$ cat src/hdl/watchdog_defs.svh
// Register offsets, field positions, reset values and count limits of the watchdog.
`ifndef WATCHDOG_DEFS_SVH
`define WATCHDOG_DEFS_SVH

`define WDG_ADDR_WIDTH       12
`define WDG_KEY_CTRL_OFFSET  12'h000

`define WDG_KEY_MSB          15
`define WDG_KEY_LSB          12
`define WDG_KEY_VALUE        4'hA
`define WDG_EN_BIT           8
`define WDG_CKSEL_BIT        6
`define WDG_STDBY_FRZ_BIT    5
`define WDG_STOP_FRZ_BIT     4
`define WDG_PR_MSB           2
`define WDG_PR_LSB           0

`define WDG_PR_RESET         3'h0
`define WDG_COUNT_START      12'hFFF
`define WDG_COUNT_END        12'h000
`define WDG_PRESC_CLEAR      8'h00
`define WDG_PRESC_STEP       8'h01
`define WDG_COUNT_STEP       12'h001
`define WDG_RDATA_ZERO       32'h0000_0000

`endif

$ cat src/hdl/watchdog_pkg.sv
// Types shared by the watchdog design files.
package watchdog_pkg;

    // One peripheral bus request as the master drives it.
    typedef struct packed {
        logic        sel;
        logic        enable;
        logic        write;
        logic [11:0] addr;
        logic [31:0] wdata;
    } apb_req_type;

    // Software controlled fields of the key and control register.
    typedef struct packed {
        logic       enable;
        logic       stop_clock_select;
        logic       standby_freeze;
        logic       stop_freeze;
        logic [2:0] prescaler_code;
    } ctrl_type;

    typedef enum logic [1:0] {
        WDG_IDLE,
        WDG_COUNTING,
        WDG_EXPIRED
    } wdg_state_type;

endpackage

$ cat src/hdl/slow_osc_tick.sv
// Synchronises both low-speed oscillators and emits one enable pulse per selected rising edge.
`timescale 1ns/100ps
module slow_osc_tick (
    // Clock and reset
    input  wire logic i_clock,
    input  wire logic i_arst_n,
    // Oscillator pins
    input  wire logic i_osc_internal,
    input  wire logic i_osc_external,
    // Source choice
    input  wire logic i_use_external,
    // Tick out
    output logic      o_tick
);

    logic [1:0] meta_q;
    logic [1:0] meta_d;
    logic [1:0] sync_q;
    logic [1:0] sync_d;
    logic       prev_q;
    logic       prev_d;
    logic       selected;

    // A change of source may cost or add one tick; the timeout tolerates that.
    always_comb begin
        meta_d   = {i_osc_external, i_osc_internal};
        sync_d   = meta_q;
        selected = i_use_external ? sync_q[1] : sync_q[0];
        prev_d   = selected;
        o_tick   = selected & ~prev_q;
    end

    always_ff @(posedge i_clock or negedge i_arst_n) begin
        if (!i_arst_n) begin
            meta_q <= 2'h0;
            sync_q <= 2'h0;
            prev_q <= 1'h0;
        end else begin
            meta_q <= meta_d;
            sync_q <= sync_d;
            prev_q <= prev_d;
        end
    end

endmodule // slow_osc_tick

$ cat src/hdl/independent_watchdog.sv
// Independent watchdog: peripheral bus register, prescaler, 12-bit down-counter and reset request.
// Function
// - Twelve-bit down-counter behind an eight-bit prescaler, fed by a low-speed oscillator.
// - Keeps counting in stop and standby unless bit 4 or bit 5 freezes it, because its clock is independent.
// - Started by the hardware option input or by software.
// - On start the counter loads 0xFFF and decrements on each prescaled tick.
// - Counter expiry while active raises the system reset request.
// - Writing key 1010 reloads the counter to its start value.
// - Key field sits at bits 15:12 and always reads back as 1010.
// - Bit 8 enables the watchdog.
// - Bit 6 picks internal or external oscillator during stop mode.
// - Standby forces the clock source, ignoring bit 6.
// - Bit 5 freezes the counter in standby.
// - Bit 4 freezes the counter in stop.
// - Bits 2:0 pick division by 2 up to 256.
// - At 40 kHz, timeout is 204.8 ms at code 0, doubling per code.
// - Debug halt freezes the counter when the debug freeze bit is set.
// - The register is a slave on the peripheral bus.
`timescale 1ns/100ps
`include "watchdog_defs.svh"
module independent_watchdog (
    // Clock and reset
    input  wire logic                     i_clock,
    input  wire logic                     i_arst_n,
    // Peripheral bus slave
    input  wire watchdog_pkg::apb_req_type i_apb,
    output logic                          o_pready,
    output logic [31:0]                   o_prdata,
    output logic                          o_pslverr,
    // Low-speed oscillators
    input  wire logic                     i_osc_internal,
    input  wire logic                     i_osc_external,
    // Option byte, power modes and debug
    input  wire logic                     i_hw_start_option,
    input  wire logic                     i_stop_mode,
    input  wire logic                     i_standby_mode,
    input  wire logic                     i_debug_halt,
    input  wire logic                     i_debug_halt_freeze_bit,
    // Reset request and status
    output logic                          o_system_reset,
    output logic [11:0]                   o_count
);

    // Prescaler wrap mask: the prescaled tick fires when the low code+1 bits are all ones.
    function automatic logic [7:0] presc_mask(input logic [2:0] code);
        presc_mask = 8'((9'h002 << code) - 9'h001);
    endfunction

    watchdog_pkg::ctrl_type      ctrl_q;
    watchdog_pkg::ctrl_type      ctrl_d;
    watchdog_pkg::wdg_state_type state_q;
    watchdog_pkg::wdg_state_type state_d;
    logic [11:0]                 count_q;
    logic [11:0]                 count_d;
    logic [7:0]                  presc_q;
    logic [7:0]                  presc_d;
    logic                        reset_q;
    logic                        reset_d;
    logic [31:0]                 prdata_q;
    logic [31:0]                 prdata_d;
    logic                        pslverr_q;
    logic                        pslverr_d;
    logic                        opt_meta_q;
    logic                        opt_q;

    logic                        mapped;
    logic                        setup_phase;
    logic                        write_access;
    logic                        key_write;
    logic                        active;
    logic                        freeze;
    logic                        use_external;
    logic                        osc_tick;
    logic                        presc_done;
    logic                        count_en;

    // Bus decode. The slave never waits, so every transfer ends in its access phase.
    always_comb begin
        mapped       = (i_apb.addr == `WDG_KEY_CTRL_OFFSET);
        setup_phase  = i_apb.sel & ~i_apb.enable;
        write_access = i_apb.sel & i_apb.enable & i_apb.write & mapped;
        key_write    = write_access
                       & (i_apb.wdata[`WDG_KEY_MSB:`WDG_KEY_LSB] == `WDG_KEY_VALUE);
        o_pready     = 1'b1;
    end

    // Register file: control fields are stored, the key field is never stored.
    always_comb begin
        ctrl_d    = ctrl_q;
        prdata_d  = prdata_q;
        pslverr_d = 1'b0;
        if (write_access) begin
            ctrl_d.enable            = i_apb.wdata[`WDG_EN_BIT];
            ctrl_d.stop_clock_select = i_apb.wdata[`WDG_CKSEL_BIT];
            ctrl_d.standby_freeze    = i_apb.wdata[`WDG_STDBY_FRZ_BIT];
            ctrl_d.stop_freeze       = i_apb.wdata[`WDG_STOP_FRZ_BIT];
            ctrl_d.prescaler_code    = i_apb.wdata[`WDG_PR_MSB:`WDG_PR_LSB];
        end
        if (setup_phase) begin
            prdata_d  = `WDG_RDATA_ZERO;
            pslverr_d = ~mapped;
            if (mapped && !i_apb.write) begin
                prdata_d[`WDG_KEY_MSB:`WDG_KEY_LSB] = `WDG_KEY_VALUE;
                prdata_d[`WDG_EN_BIT]               = ctrl_q.enable;
                prdata_d[`WDG_CKSEL_BIT]            = ctrl_q.stop_clock_select;
                prdata_d[`WDG_STDBY_FRZ_BIT]        = ctrl_q.standby_freeze;
                prdata_d[`WDG_STOP_FRZ_BIT]         = ctrl_q.stop_freeze;
                prdata_d[`WDG_PR_MSB:`WDG_PR_LSB]   = ctrl_q.prescaler_code;
            end
        end
    end

    always_ff @(posedge i_clock or negedge i_arst_n) begin
        if (!i_arst_n) begin
            ctrl_q    <= '0;
            prdata_q  <= `WDG_RDATA_ZERO;
            pslverr_q <= 1'b0;
        end else begin
            ctrl_q    <= ctrl_d;
            prdata_q  <= prdata_d;
            pslverr_q <= pslverr_d;
        end
    end

    assign o_prdata  = prdata_q;
    assign o_pslverr = pslverr_q;

    // The option level comes from the option loader outside this clock domain.
    always_ff @(posedge i_clock or negedge i_arst_n) begin
        if (!i_arst_n) begin
            opt_meta_q <= 1'b0;
            opt_q      <= 1'b0;
        end else begin
            opt_meta_q <= i_hw_start_option;
            opt_q      <= opt_meta_q;
        end
    end

    // Standby forces the internal oscillator; stop and run follow the select bit.
    always_comb begin
        use_external = ctrl_q.stop_clock_select & ~i_standby_mode;
        active       = ctrl_q.enable | opt_q;
        freeze       = (i_stop_mode & ctrl_q.stop_freeze)
                       | (i_standby_mode & ctrl_q.standby_freeze)
                       | (i_debug_halt & i_debug_halt_freeze_bit);
        presc_done   = ((presc_q & presc_mask(ctrl_q.prescaler_code))
                        == presc_mask(ctrl_q.prescaler_code));
        count_en     = osc_tick & ~freeze;
    end

    slow_osc_tick u_tick (
        .i_clock        (i_clock),
        .i_arst_n       (i_arst_n),
        .i_osc_internal (i_osc_internal),
        .i_osc_external (i_osc_external),
        .i_use_external (use_external),
        .o_tick         (osc_tick)
    );

    // Counter and reset request. Expiry is taken on the prescaled tick seen at zero,
    // which gives 4096 ticks per full count and matches the published timeouts.
    always_comb begin
        state_d = state_q;
        count_d = count_q;
        presc_d = presc_q;
        reset_d = reset_q;
        case (state_q)
            watchdog_pkg::WDG_IDLE: begin
                if (active) begin
                    state_d = watchdog_pkg::WDG_COUNTING;
                    count_d = `WDG_COUNT_START;
                    presc_d = `WDG_PRESC_CLEAR;
                end
            end
            watchdog_pkg::WDG_COUNTING: begin
                if (!active) begin
                    state_d = watchdog_pkg::WDG_IDLE;
                end else if (key_write) begin
                    count_d = `WDG_COUNT_START;
                    presc_d = `WDG_PRESC_CLEAR;
                end else if (count_en) begin
                    presc_d = presc_q + `WDG_PRESC_STEP;
                    if (presc_done) begin
                        if (count_q == `WDG_COUNT_END) begin
                            state_d = watchdog_pkg::WDG_EXPIRED;
                            reset_d = 1'b1;
                        end else begin
                            count_d = count_q - `WDG_COUNT_STEP;
                        end
                    end
                end
            end
            watchdog_pkg::WDG_EXPIRED: begin
                reset_d = 1'b1;
            end
            default: begin
                state_d = watchdog_pkg::WDG_IDLE;
            end
        endcase
    end

    // The request holds until the system reset it causes clears this block.
    always_ff @(posedge i_clock or negedge i_arst_n) begin
        if (!i_arst_n) begin
            state_q <= watchdog_pkg::WDG_IDLE;
            count_q <= `WDG_COUNT_START;
            presc_q <= `WDG_PRESC_CLEAR;
            reset_q <= 1'b0;
        end else begin
            state_q <= state_d;
            count_q <= count_d;
            presc_q <= presc_d;
            reset_q <= reset_d;
        end
    end

    assign o_system_reset = reset_q;
    assign o_count        = count_q;
endmodule // independent_watchdog

$ cat config.mk
export PLATFORM = sky130hd
export DESIGN_NAME = independent_watchdog
export DESIGN_NICKNAME = d
export VERILOG_FILES = /design/src/hdl/watchdog_pkg.sv /design/src/hdl/slow_osc_tick.sv /design/src/hdl/independent_watchdog.sv
export VERILOG_INCLUDE_DIRS = /design/src /design/src/hdl
export SDC_FILE = /design/constraint.sdc
export NUM_CORES = 1
export LEC_CHECK = 0
export ABC_AREA = 1
export BUFFER_PORTS_ARGS = -buffer_cell sky130_fd_sc_hd__buf_2
export CORE_MARGIN = 4
export CORE_UTILIZATION = 35
export CTS_CLUSTER_SIZE = 14
export DETAILED_ROUTE_END_ITERATION = 10
export GPL_ROUTABILITY_DRIVEN = 0
export PLACE_DENSITY = 0.66
export SYNTH_ARGS = -nofsm -noshare
export SYNTH_HDL_FRONTEND = slang
export SYNTH_SLANG_ARGS = --single-unit
$ cat constraint.sdc
create_clock -name i_clock -period 2 [get_ports i_clock]
set_input_delay 0.1 -clock i_clock [delete_from_list [all_inputs] [get_ports i_clock]]
set_output_delay 0.1 -clock i_clock [all_outputs]
set_load 0.01 [all_outputs]
==> impl_metrics.xml, run 1 <==
<?xml version="1.0" encoding="UTF-8"?>
<metrics>
  <group name="run_status">
    <metric name="run_status" unit="">completed</metric>
  </group>
  <group name="clock_tree">
    <metric name="worst_skew_pair.late_latency" unit="ns">0.30</metric>
    <metric name="cts.htree.levels" unit="">2</metric>
    <metric name="clock_tree.buffer_depth" unit="">2</metric>
    <metric name="clk_pin_slew" unit="ns">0.09</metric>
    <metric name="cts_made_buffers" unit="">5</metric>
    <metric name="clock_sinks" unit="">46</metric>
    <metric name="tritoncts_clock_tree" unit="">done</metric>
    <metric name="clock_tree.root_cell" unit="">clkbuf_8</metric>
  </group>
  <group name="sta">
    <metric name="fin_tns_setup" unit="ns">0</metric>
    <metric name="worstMarginPinSlew" unit="ns">0.820</metric>
    <metric name="finalMaxSlewViolations" unit="">0</metric>
    <metric name="post-route-period-util" unit="%">95.6</metric>
    <metric name="timing.final.hold_violations" unit="">0</metric>
    <metric name="worst_slew_margin_relative_to_its_limit" unit="%">45.3</metric>
    <metric name="fin_skew" unit="ns">0.00681</metric>
    <metric name="layout_setup_ws" unit="ns">0.0873</metric>
    <metric name="fin_hold_ws" unit="ns">0.00601</metric>
    <metric name="finalWorstPathRequiredPeriod" unit="ns">1.91</metric>
    <metric name="timing.final.setup_violations" unit="">0</metric>
    <metric name="rsz0062_at_grt" unit="">true</metric>
    <metric name="max_freq" unit="MHz">523</metric>
  </group>
  <group name="run">
    <metric name="cap_violations" unit="">0</metric>
  </group>
  <group name="drt">
    <metric name="routed-via-count" unit="">2496</metric>
    <metric name="postRouteWirelength" unit="mm">6.27</metric>
    <metric name="drt-vias-per-instance" unit="">4.61</metric>
    <metric name="detail_route.iter0.violations" unit="">111</metric>
    <metric name="drt-pass1-iter-count" unit="">4</metric>
    <metric name="total_drc_errors_in_the_routed_layout" unit="">0</metric>
    <metric name="post_drt_wl_per_cell" unit="µm">11.6</metric>
    <metric name="detail_route_antenna_nets" unit="">0</metric>
  </group>
  <group name="worst_hold_path">
    <metric name="hold_depth" unit="">3</metric>
    <metric name="hold_path.class" unit="">primary input to register</metric>
  </group>
  <group name="floorplanning">
    <metric name="dieArea" unit="µm²">9540</metric>
    <metric name="start_util" unit="%">36.2</metric>
    <metric name="die_h" unit="µm">97.7</metric>
    <metric name="placement_rows" unit="">32</metric>
    <metric name="io-pin-count" unit="">103</metric>
    <metric name="design.core.area" unit="µm²">7770</metric>
    <metric name="die_w" unit="µm">97.7</metric>
  </group>
  <group name="global_route">
    <metric name="globalRoute.totalOverflow" unit="">0</metric>
    <metric name="grt_pass1_vias" unit="">2311</metric>
    <metric name="grt.total_usage" unit="%">12.7</metric>
    <metric name="grt_antenna_before_repair" unit="">0</metric>
    <metric name="grt_pass1_wl" unit="mm">10.2</metric>
    <metric name="grt_start_max_net_pins" unit="">37</metric>
  </group>
  <group name="place">
    <metric name="dp_slack" unit="ns">0.0422</metric>
    <metric name="post-dp-hpwl" unit="mm">4.48</metric>
    <metric name="place.port_buffers" unit="">57</metric>
    <metric name="post_dp_cell_area" unit="µm²">3100</metric>
  </group>
  <group name="pwr">
    <metric name="worst_ir_drop_vdd" unit="µV">251</metric>
    <metric name="power_frac_clock" unit="%">31.4</metric>
    <metric name="internal_power" unit="mW">1.32</metric>
    <metric name="power_density" unit="nW/µm²">546</metric>
    <metric name="p_switching" unit="mW">0.505</metric>
    <metric name="comb_power_share" unit="%">12.8</metric>
    <metric name="swShare" unit="%">27.7</metric>
    <metric name="power.share.sequential" unit="%">55.8</metric>
    <metric name="power_leakage" unit="nW">1.82</metric>
  </group>
  <group name="setup_path">
    <metric name="timing_worst_setup_path_type" unit="">register to register</metric>
    <metric name="worst_ep_arrival_time" unit="ns">2.15</metric>
    <metric name="slowest_stage_cell_on_the_critical_path" unit="">dfrtp_2</metric>
    <metric name="critical_path.max_fanout" unit="">6</metric>
    <metric name="critical_path_required_time" unit="ns">2.24</metric>
    <metric name="timing.reg2reg.worst_path_depth" unit="">13</metric>
    <metric name="critPathCaptureType" unit="">register</metric>
    <metric name="path_cells" unit="">nor2_8 &gt; nand2_4 &gt; ha_4 &gt; nor2_1 &gt; nor2_1 &gt; nand2_1 &gt; nor2_2 &gt; nand2_2 &gt; o21ai_2 &gt; nand2_2 &gt; nand2_4 &gt; nand3_1 &gt; nand2_1</metric>
    <metric name="max_stage_delay" unit="ns">0.46</metric>
    <metric name="worst_setup_path_start_kind" unit="">register</metric>
  </group>
  <group name="yosys">
    <metric name="yosysSeqAreaShare" unit="%">41.4</metric>
    <metric name="synth.area.top_cells" unit="">dfrtp_1 30%, nand2_1 12%, dfstp_2 11%</metric>
    <metric name="ys_ff_latch" unit="">46</metric>
    <metric name="yosys-top-cells-count" unit="">90 x nand2_1, 36 x nand3_1, 36 x nor2_1</metric>
    <metric name="synthesis.area_per_instance" unit="µm²">7.61</metric>
    <metric name="async_reset_ff_share" unit="%">100</metric>
    <metric name="synth_top_cell_by_area" unit="">dfrtp_1</metric>
    <metric name="post_synthesis_instance_area" unit="µm²">2820</metric>
    <metric name="postSynth.topFlopCell" unit="">dfrtp_1</metric>
    <metric name="synth.most_common_cell" unit="">nand2_1</metric>
    <metric name="synthDominantCellAreaShare" unit="%">30.2</metric>
    <metric name="synth.yosys.warnings" unit="">0</metric>
    <metric name="synth.lib_cells_used.distinct" unit="">38</metric>
    <metric name="syn-instance-count" unit="">370</metric>
    <metric name="count_of_flip_flops_with_a_built_in_enable_after_synthesis" unit="">0</metric>
  </group>
  <group name="layout">
    <metric name="insertedDiodeCount" unit="">0</metric>
    <metric name="postLayoutCoreUtil" unit="%">43.0</metric>
    <metric name="drive_gt1_share" unit="%">28.9</metric>
    <metric name="synthToLayoutAreaGrowth" unit="%">18.6</metric>
    <metric name="finish.instance_area" unit="µm²">3340</metric>
    <metric name="nets" unit="">497</metric>
  </group>
</metrics>
-- cells in the final DEF, fill, tap and decap left out, types with 5 or more instances in the layout --
cell	instances
nand2_1	88
buf_2	57
nor2_1	36
inv_1	34
nand3_1	33
dfrtp_1	32
o21ai_0	26
conb_1	24
dfstp_2	12
buf_4	12
o21ai_1	8
nand2_2	7
nand4_1	6
inv_2	5
clkbuf_8	5
-- state kept, by name (all words and copies together), names as in the netlist --
name            count
o_prdata            8
u_tick.prev_q       1
ctrl_q              7
opt_q               1
u_tick.meta_q       2
state_q             2
u_tick.sync_q       2
presc_q             8
o_pslverr           1
o_system_reset      1
o_count            12
opt_meta_q          1
-- worst paths after layout --
path                            slack [ns]                to             start
worst max-delay path                  0.09        o_count[5]         ctrl_q[1]
worst min-delay path                 0.006         ctrl_q[0]          i_apb[0]
worst max register to register        0.09        o_count[5]         ctrl_q[1]
worst min register to register        0.36  u_tick.sync_q[1]  u_tick.meta_q[1]
max in group asynchronous             0.86        o_count[5]          i_arst_n
min in group asynchronous             0.42  u_tick.sync_q[0]          i_arst_n
-- stage by stage --
step / power, mW / std cells
final: 1.82 / 541
after global routing: 1.93 / 541
after CTS: 1.85 / 535
after detailed placement: 1.26 / 523
after global placement: 1.25 / 523
after floorplan: 1.21 / 392
-- timing repair --
item | 4_1_cts | 5_1_grt
endpoints found under the hold margin | 37 | 0
gates resized for setup | 0 | 16
setup buffers | 0 | 5
hold buffers | 4 | 0
setup endpoints to repair | 0 | 12
-- critical path: cells and delay by family, from the launching register on --
family	cells	cell delay (ns)
AND/OR/NAND/NOR	11	0.97
flip-flops	1	0.46
adder cells (fa/ha/maj)	1	0.25
AO/OA/AOI/OAI	1	0.16
-- power groups by stage --
| stage | Sequential, mW | Combinational, mW | Clock [mW] |
|---|---|---|---|
| 4_1_cts | 1.02 | 0.233 | 0.598 |
| 3_5_place_dp | 1.03 | 0.226 | 0 |
| 3_3_place_gp | 1.03 | 0.221 | 0 |
| 2_1_floorplan | 1.02 | 0.182 | 0 |
| 6_report | 1.02 | 0.233 | 0.572 |
| 5_1_grt | 1.02 | 0.265 | 0.644 |
-- layer usage --
metal / routed length [µm] / track usage (%) / part of all wire, %
met5: 0 / 0 / 0
met4: 122 / 4.69 / 1.9
met3: 314 / 2.94 / 5.0
met2: 3190 / 22.5 / 51
met1: 2640 / 15.0 / 42
-- cell families (layout without fill, tap and decap cells) --
| logic type | Yosys count | count (layout) | share of synthesized area (%) |
|---|---|---|---|
| buffers and inverters | 75 | 121 | 14.8 |
| AOI/OAI and AO/OA | 45 | 45 | 8.98 |
| DFF | 46 | 46 | 41.4 |
| adders and majority gates | 3 | 3 | 1.33 |
| and+or+nand+nor | 198 | 199 | 32.9 |
| other | 2 | 24 | 0.267 |
| xor gates and xnor gates | 1 | 1 | 0.311 |
-- final cells by class --
| class | count | area, µm² |
|---|---|---|
| clock buffer | 5 | 68.8 |
| clock inverter | 3 | 21.3 |
| fill | 773 | 4430 |
| inverter | 40 | 153 |
| multi-input combinational | 272 | 1390 |
| sequential | 46 | 1170 |
| tap | 102 | 128 |
| timing repair buffer | 73 | 415 |
No activity file was read; power rests on OpenSTA's default activity.
==> run 2: changes to the inputs <==
ABC_AREA = unset   (was 1)
PLACE_DENSITY = 0.67   (was 0.66)
clock period = 1.89 ns   (was 2 ns; I/O delays follow)
==> impl_metrics.xml, run 2 <==
<?xml version="1.0" encoding="UTF-8"?>
<metrics>
  <group name="clock_tree">
    <metric name="cts_made_buffers" unit="">5</metric>
    <metric name="tritoncts_clock_tree" unit="">done</metric>
    <metric name="clock_tree.buffer_depth" unit="">2</metric>
    <metric name="clock_sinks" unit="">46</metric>
    <metric name="clk_pin_slew" unit="ns">0.09</metric>
    <metric name="clock_tree.root_cell" unit="">clkbuf_8</metric>
    <metric name="cts.htree.levels" unit="">2</metric>
    <metric name="worst_skew_pair.late_latency" unit="ns">0.30</metric>
  </group>
  <group name="floorplanning">
    <metric name="start_util" unit="%">37.0</metric>
    <metric name="die_w" unit="µm">93.7</metric>
    <metric name="die_h" unit="µm">93.7</metric>
    <metric name="io-pin-count" unit="">103</metric>
    <metric name="dieArea" unit="µm²">8770</metric>
    <metric name="placement_rows" unit="">30</metric>
    <metric name="design.core.area" unit="µm²">6940</metric>
  </group>
  <group name="drt">
    <metric name="detail_route_antenna_nets" unit="">0</metric>
    <metric name="total_drc_errors_in_the_routed_layout" unit="">0</metric>
    <metric name="postRouteWirelength" unit="mm">6.31</metric>
    <metric name="drt-vias-per-instance" unit="">4.93</metric>
    <metric name="drt-pass1-iter-count" unit="">4</metric>
    <metric name="post_drt_wl_per_cell" unit="µm">13.7</metric>
    <metric name="detail_route.iter0.violations" unit="">67</metric>
    <metric name="routed-via-count" unit="">2274</metric>
  </group>
  <group name="layout">
    <metric name="nets" unit="">423</metric>
    <metric name="largest_register_ffs" unit="">12</metric>
    <metric name="final_cells" unit="">461</metric>
    <metric name="most_common_cell_after_layout_fill_and_taps_aside" unit="">buf_2</metric>
    <metric name="synthToLayoutAreaGrowth" unit="%">42.0</metric>
    <metric name="insertedDiodeCount" unit="">0</metric>
    <metric name="drive_gt1_share" unit="%">53.7</metric>
    <metric name="layout.cells.most_common_list" unit="">57 x buf_2, 53 x buf_4, 33 x dfrtp_1</metric>
  </group>
  <group name="sta">
    <metric name="fin_tns_setup" unit="ns">-4.48</metric>
    <metric name="rsz0062_at_grt" unit="">true</metric>
    <metric name="finalWorstPathRequiredPeriod" unit="ns">2.28</metric>
    <metric name="worstMarginPinSlew" unit="ns">0.530</metric>
    <metric name="max_freq" unit="MHz">438</metric>
    <metric name="layout_setup_ws" unit="ns">-0.395</metric>
    <metric name="timing.final.setup_violations" unit="">14</metric>
    <metric name="worst_slew_margin_relative_to_its_limit" unit="%">64.7</metric>
    <metric name="timing.final.hold_violations" unit="">0</metric>
    <metric name="fin_skew" unit="ns">0.00868</metric>
    <metric name="finalMaxSlewViolations" unit="">0</metric>
    <metric name="post-route-period-util" unit="%">121</metric>
  </group>
  <group name="setup_path">
    <metric name="critical_path.max_fanout" unit="">6</metric>
    <metric name="worst_reg2reg_startpoint" unit="">o_count[0]</metric>
    <metric name="max_stage_delay" unit="ns">0.52</metric>
    <metric name="worst_ep_arrival_time" unit="ns">2.53</metric>
    <metric name="worstSetupStartpoint" unit="">o_count[0]</metric>
    <metric name="path_cells" unit="">inv_2 &gt; ha_4 &gt; or4b_4 &gt; or4_4 &gt; nand4_1 &gt; nor2_4 &gt; buf_6 &gt; a211oi_4 &gt; nor3_2</metric>
    <metric name="worst_setup_path_start_kind" unit="">register</metric>
    <metric name="slowest_stage_cell_on_the_critical_path" unit="">or4_4</metric>
    <metric name="critical_path_required_time" unit="ns">2.13</metric>
    <metric name="critPathCaptureType" unit="">register</metric>
    <metric name="timing_worst_setup_path_type" unit="">register to register</metric>
  </group>
  <group name="yosys">
    <metric name="synth.area.top_cells" unit="">dfrtp_1 33%, dfstp_2 12%, buf_4 7.6%</metric>
    <metric name="synth.yosys.warnings" unit="">0</metric>
    <metric name="synthesis.area_per_instance" unit="µm²">10.3</metric>
    <metric name="syn-instance-count" unit="">249</metric>
    <metric name="post_synthesis_instance_area" unit="µm²">2570</metric>
    <metric name="postSynth.topFlopCell" unit="">dfrtp_1</metric>
    <metric name="synth.lib_cells_used.distinct" unit="">53</metric>
    <metric name="yosysSeqAreaShare" unit="%">45.4</metric>
    <metric name="synth.most_common_cell" unit="">dfrtp_1</metric>
    <metric name="synth_top_cell_by_area" unit="">dfrtp_1</metric>
    <metric name="async_reset_ff_share" unit="%">100</metric>
    <metric name="ys_ff_latch" unit="">46</metric>
    <metric name="count_of_flip_flops_with_a_built_in_enable_after_synthesis" unit="">0</metric>
    <metric name="yosys-top-cells-count" unit="">34 x dfrtp_1, 26 x buf_4, 23 x nor2_1</metric>
    <metric name="synthDominantCellAreaShare" unit="%">33.1</metric>
  </group>
  <group name="global_route">
    <metric name="grt_antenna_before_repair" unit="">0</metric>
    <metric name="grt_pass1_vias" unit="">2223</metric>
    <metric name="grt_start_max_net_pins" unit="">27</metric>
    <metric name="globalRoute.totalOverflow" unit="">0</metric>
    <metric name="grt.total_usage" unit="%">14.8</metric>
    <metric name="grt_pass1_wl" unit="mm">10.3</metric>
  </group>
  <group name="place">
    <metric name="post-dp-hpwl" unit="mm">4.84</metric>
    <metric name="place.port_buffers" unit="">57</metric>
    <metric name="numPlacedInstances" unit="">436</metric>
    <metric name="dp_slack" unit="ns">-0.448</metric>
  </group>
  <group name="pwr">
    <metric name="sum_of_internal_switching_and_leakage_power" unit="mW">2.04</metric>
    <metric name="worst_ir_drop_vdd" unit="µV">394</metric>
    <metric name="power_leakage" unit="nW">1.67</metric>
    <metric name="power_density" unit="nW/µm²">558</metric>
  </group>
  <group name="run_status">
    <metric name="failed_checks" unit="">setup timing</metric>
    <metric name="run_status" unit="">complete, but fails checks</metric>
  </group>
  <group name="run">
    <metric name="cap_violations" unit="">0</metric>
  </group>
  <group name="worst_hold_path">
    <metric name="hold_sp" unit="">i_apb[6]</metric>
    <metric name="hold_path.class" unit="">primary input to register</metric>
  </group>
</metrics>
==> run 2: routing by layer <==
| layer | part of all wire, % | vias up | GRT usage, % | routed length (µm) |
|---|---|---|---|---|
| met5 | 0 | - | 0 | 0 |
| met4 | 1.8 | 0 | 3.97 | 115 |
| met3 | 4.6 | 10 | 2.96 | 291 |
| met2 | 53 | 57 | 27.1 | 3320 |
| met1 | 41 | 1105 | 17.5 | 2580 |
| li1 | - | 1102 | - | - |
==> run 2: through the flow <==
| step | util, % | hold WS, ns | instance area (µm²) |
|---|---|---|---|
| after CTS | 50.9 | 0.00830 | 3530 |
| after global placement | 46.6 | 0.0832 | 3240 |
| after global routing | 52.5 | 0.00750 | 3650 |
| after floorplan | - | -0.201 | 2740 |
| after detailed placement | 46.6 | 0.0908 | 3240 |
| final | 52.5 | 0.0182 | 3650 |
==> run 2: layout make-up <==
class	count	area [µm²]
tap	96	120
clock inverter	3	43.8
sequential	46	1170
inverter	6	22.5
fill	615	3300
clock buffer	5	68.8
timing repair buffer	121	811
multi-input combinational	184	1420
==> run 2: path summary, 6_finish.rpt <==
| check | endpoint | slack (ns) | cells past startpoint |
|---|---|---|---|
| max in group asynchronous | o_count[11] | 1.00 | 3 |
| max reg2reg | o_count[6] | -0.39 | 9 |
| min | ctrl_q[5] | 0.02 | 2 |
| max | o_count[6] | -0.39 | 9 |
| min reg2reg | opt_q | 0.35 | 0 |
| min in group asynchronous | u_tick.meta_q[1] | 0.30 | 2 |
==> run 2: critical path: cells and delay by family, from the launching register on <==
| kind | cells | cell delay [ns] |
|---|---|---|
| DFF | 1 | 0.38 |
| AOI/OAI and AO/OA | 1 | 0.23 |
| and+or+nand+nor | 5 | 1.28 |
| adders and majority gates | 1 | 0.13 |
| buffers and inverters | 2 | 0.20 |
==> run 2: cells by family (layout without fill, tap and decap cells) <==
| logic type | count (synthesis) | in the layout | share of synthesized area [%] |
|---|---|---|---|
| buf+inv | 41 | 135 | 11.0 |
| flops | 46 | 46 | 45.4 |
| simple gates | 93 | 93 | 22.6 |
| mux | 12 | 12 | 5.07 |
| fa+ha+maj | 3 | 3 | 1.46 |
| other cells | 2 | 24 | 0.292 |
| compound gates | 52 | 52 | 14.2 |
==> run 2: power breakdown <==
part	internal [mW]	switching [mW]
logic	0.120	0.150
registers	1.01	0.0100
clock network	0.397	0.351
total	1.52	0.511
==> run 2: timing repair <==
action	4_1_cts	5_1_grt
hold buffers	4	0
hold endpoints to repair	18	0
setup endpoints to repair	15	18
pin swaps	9	7
resized for setup	20	17
buffers inserted	8	5
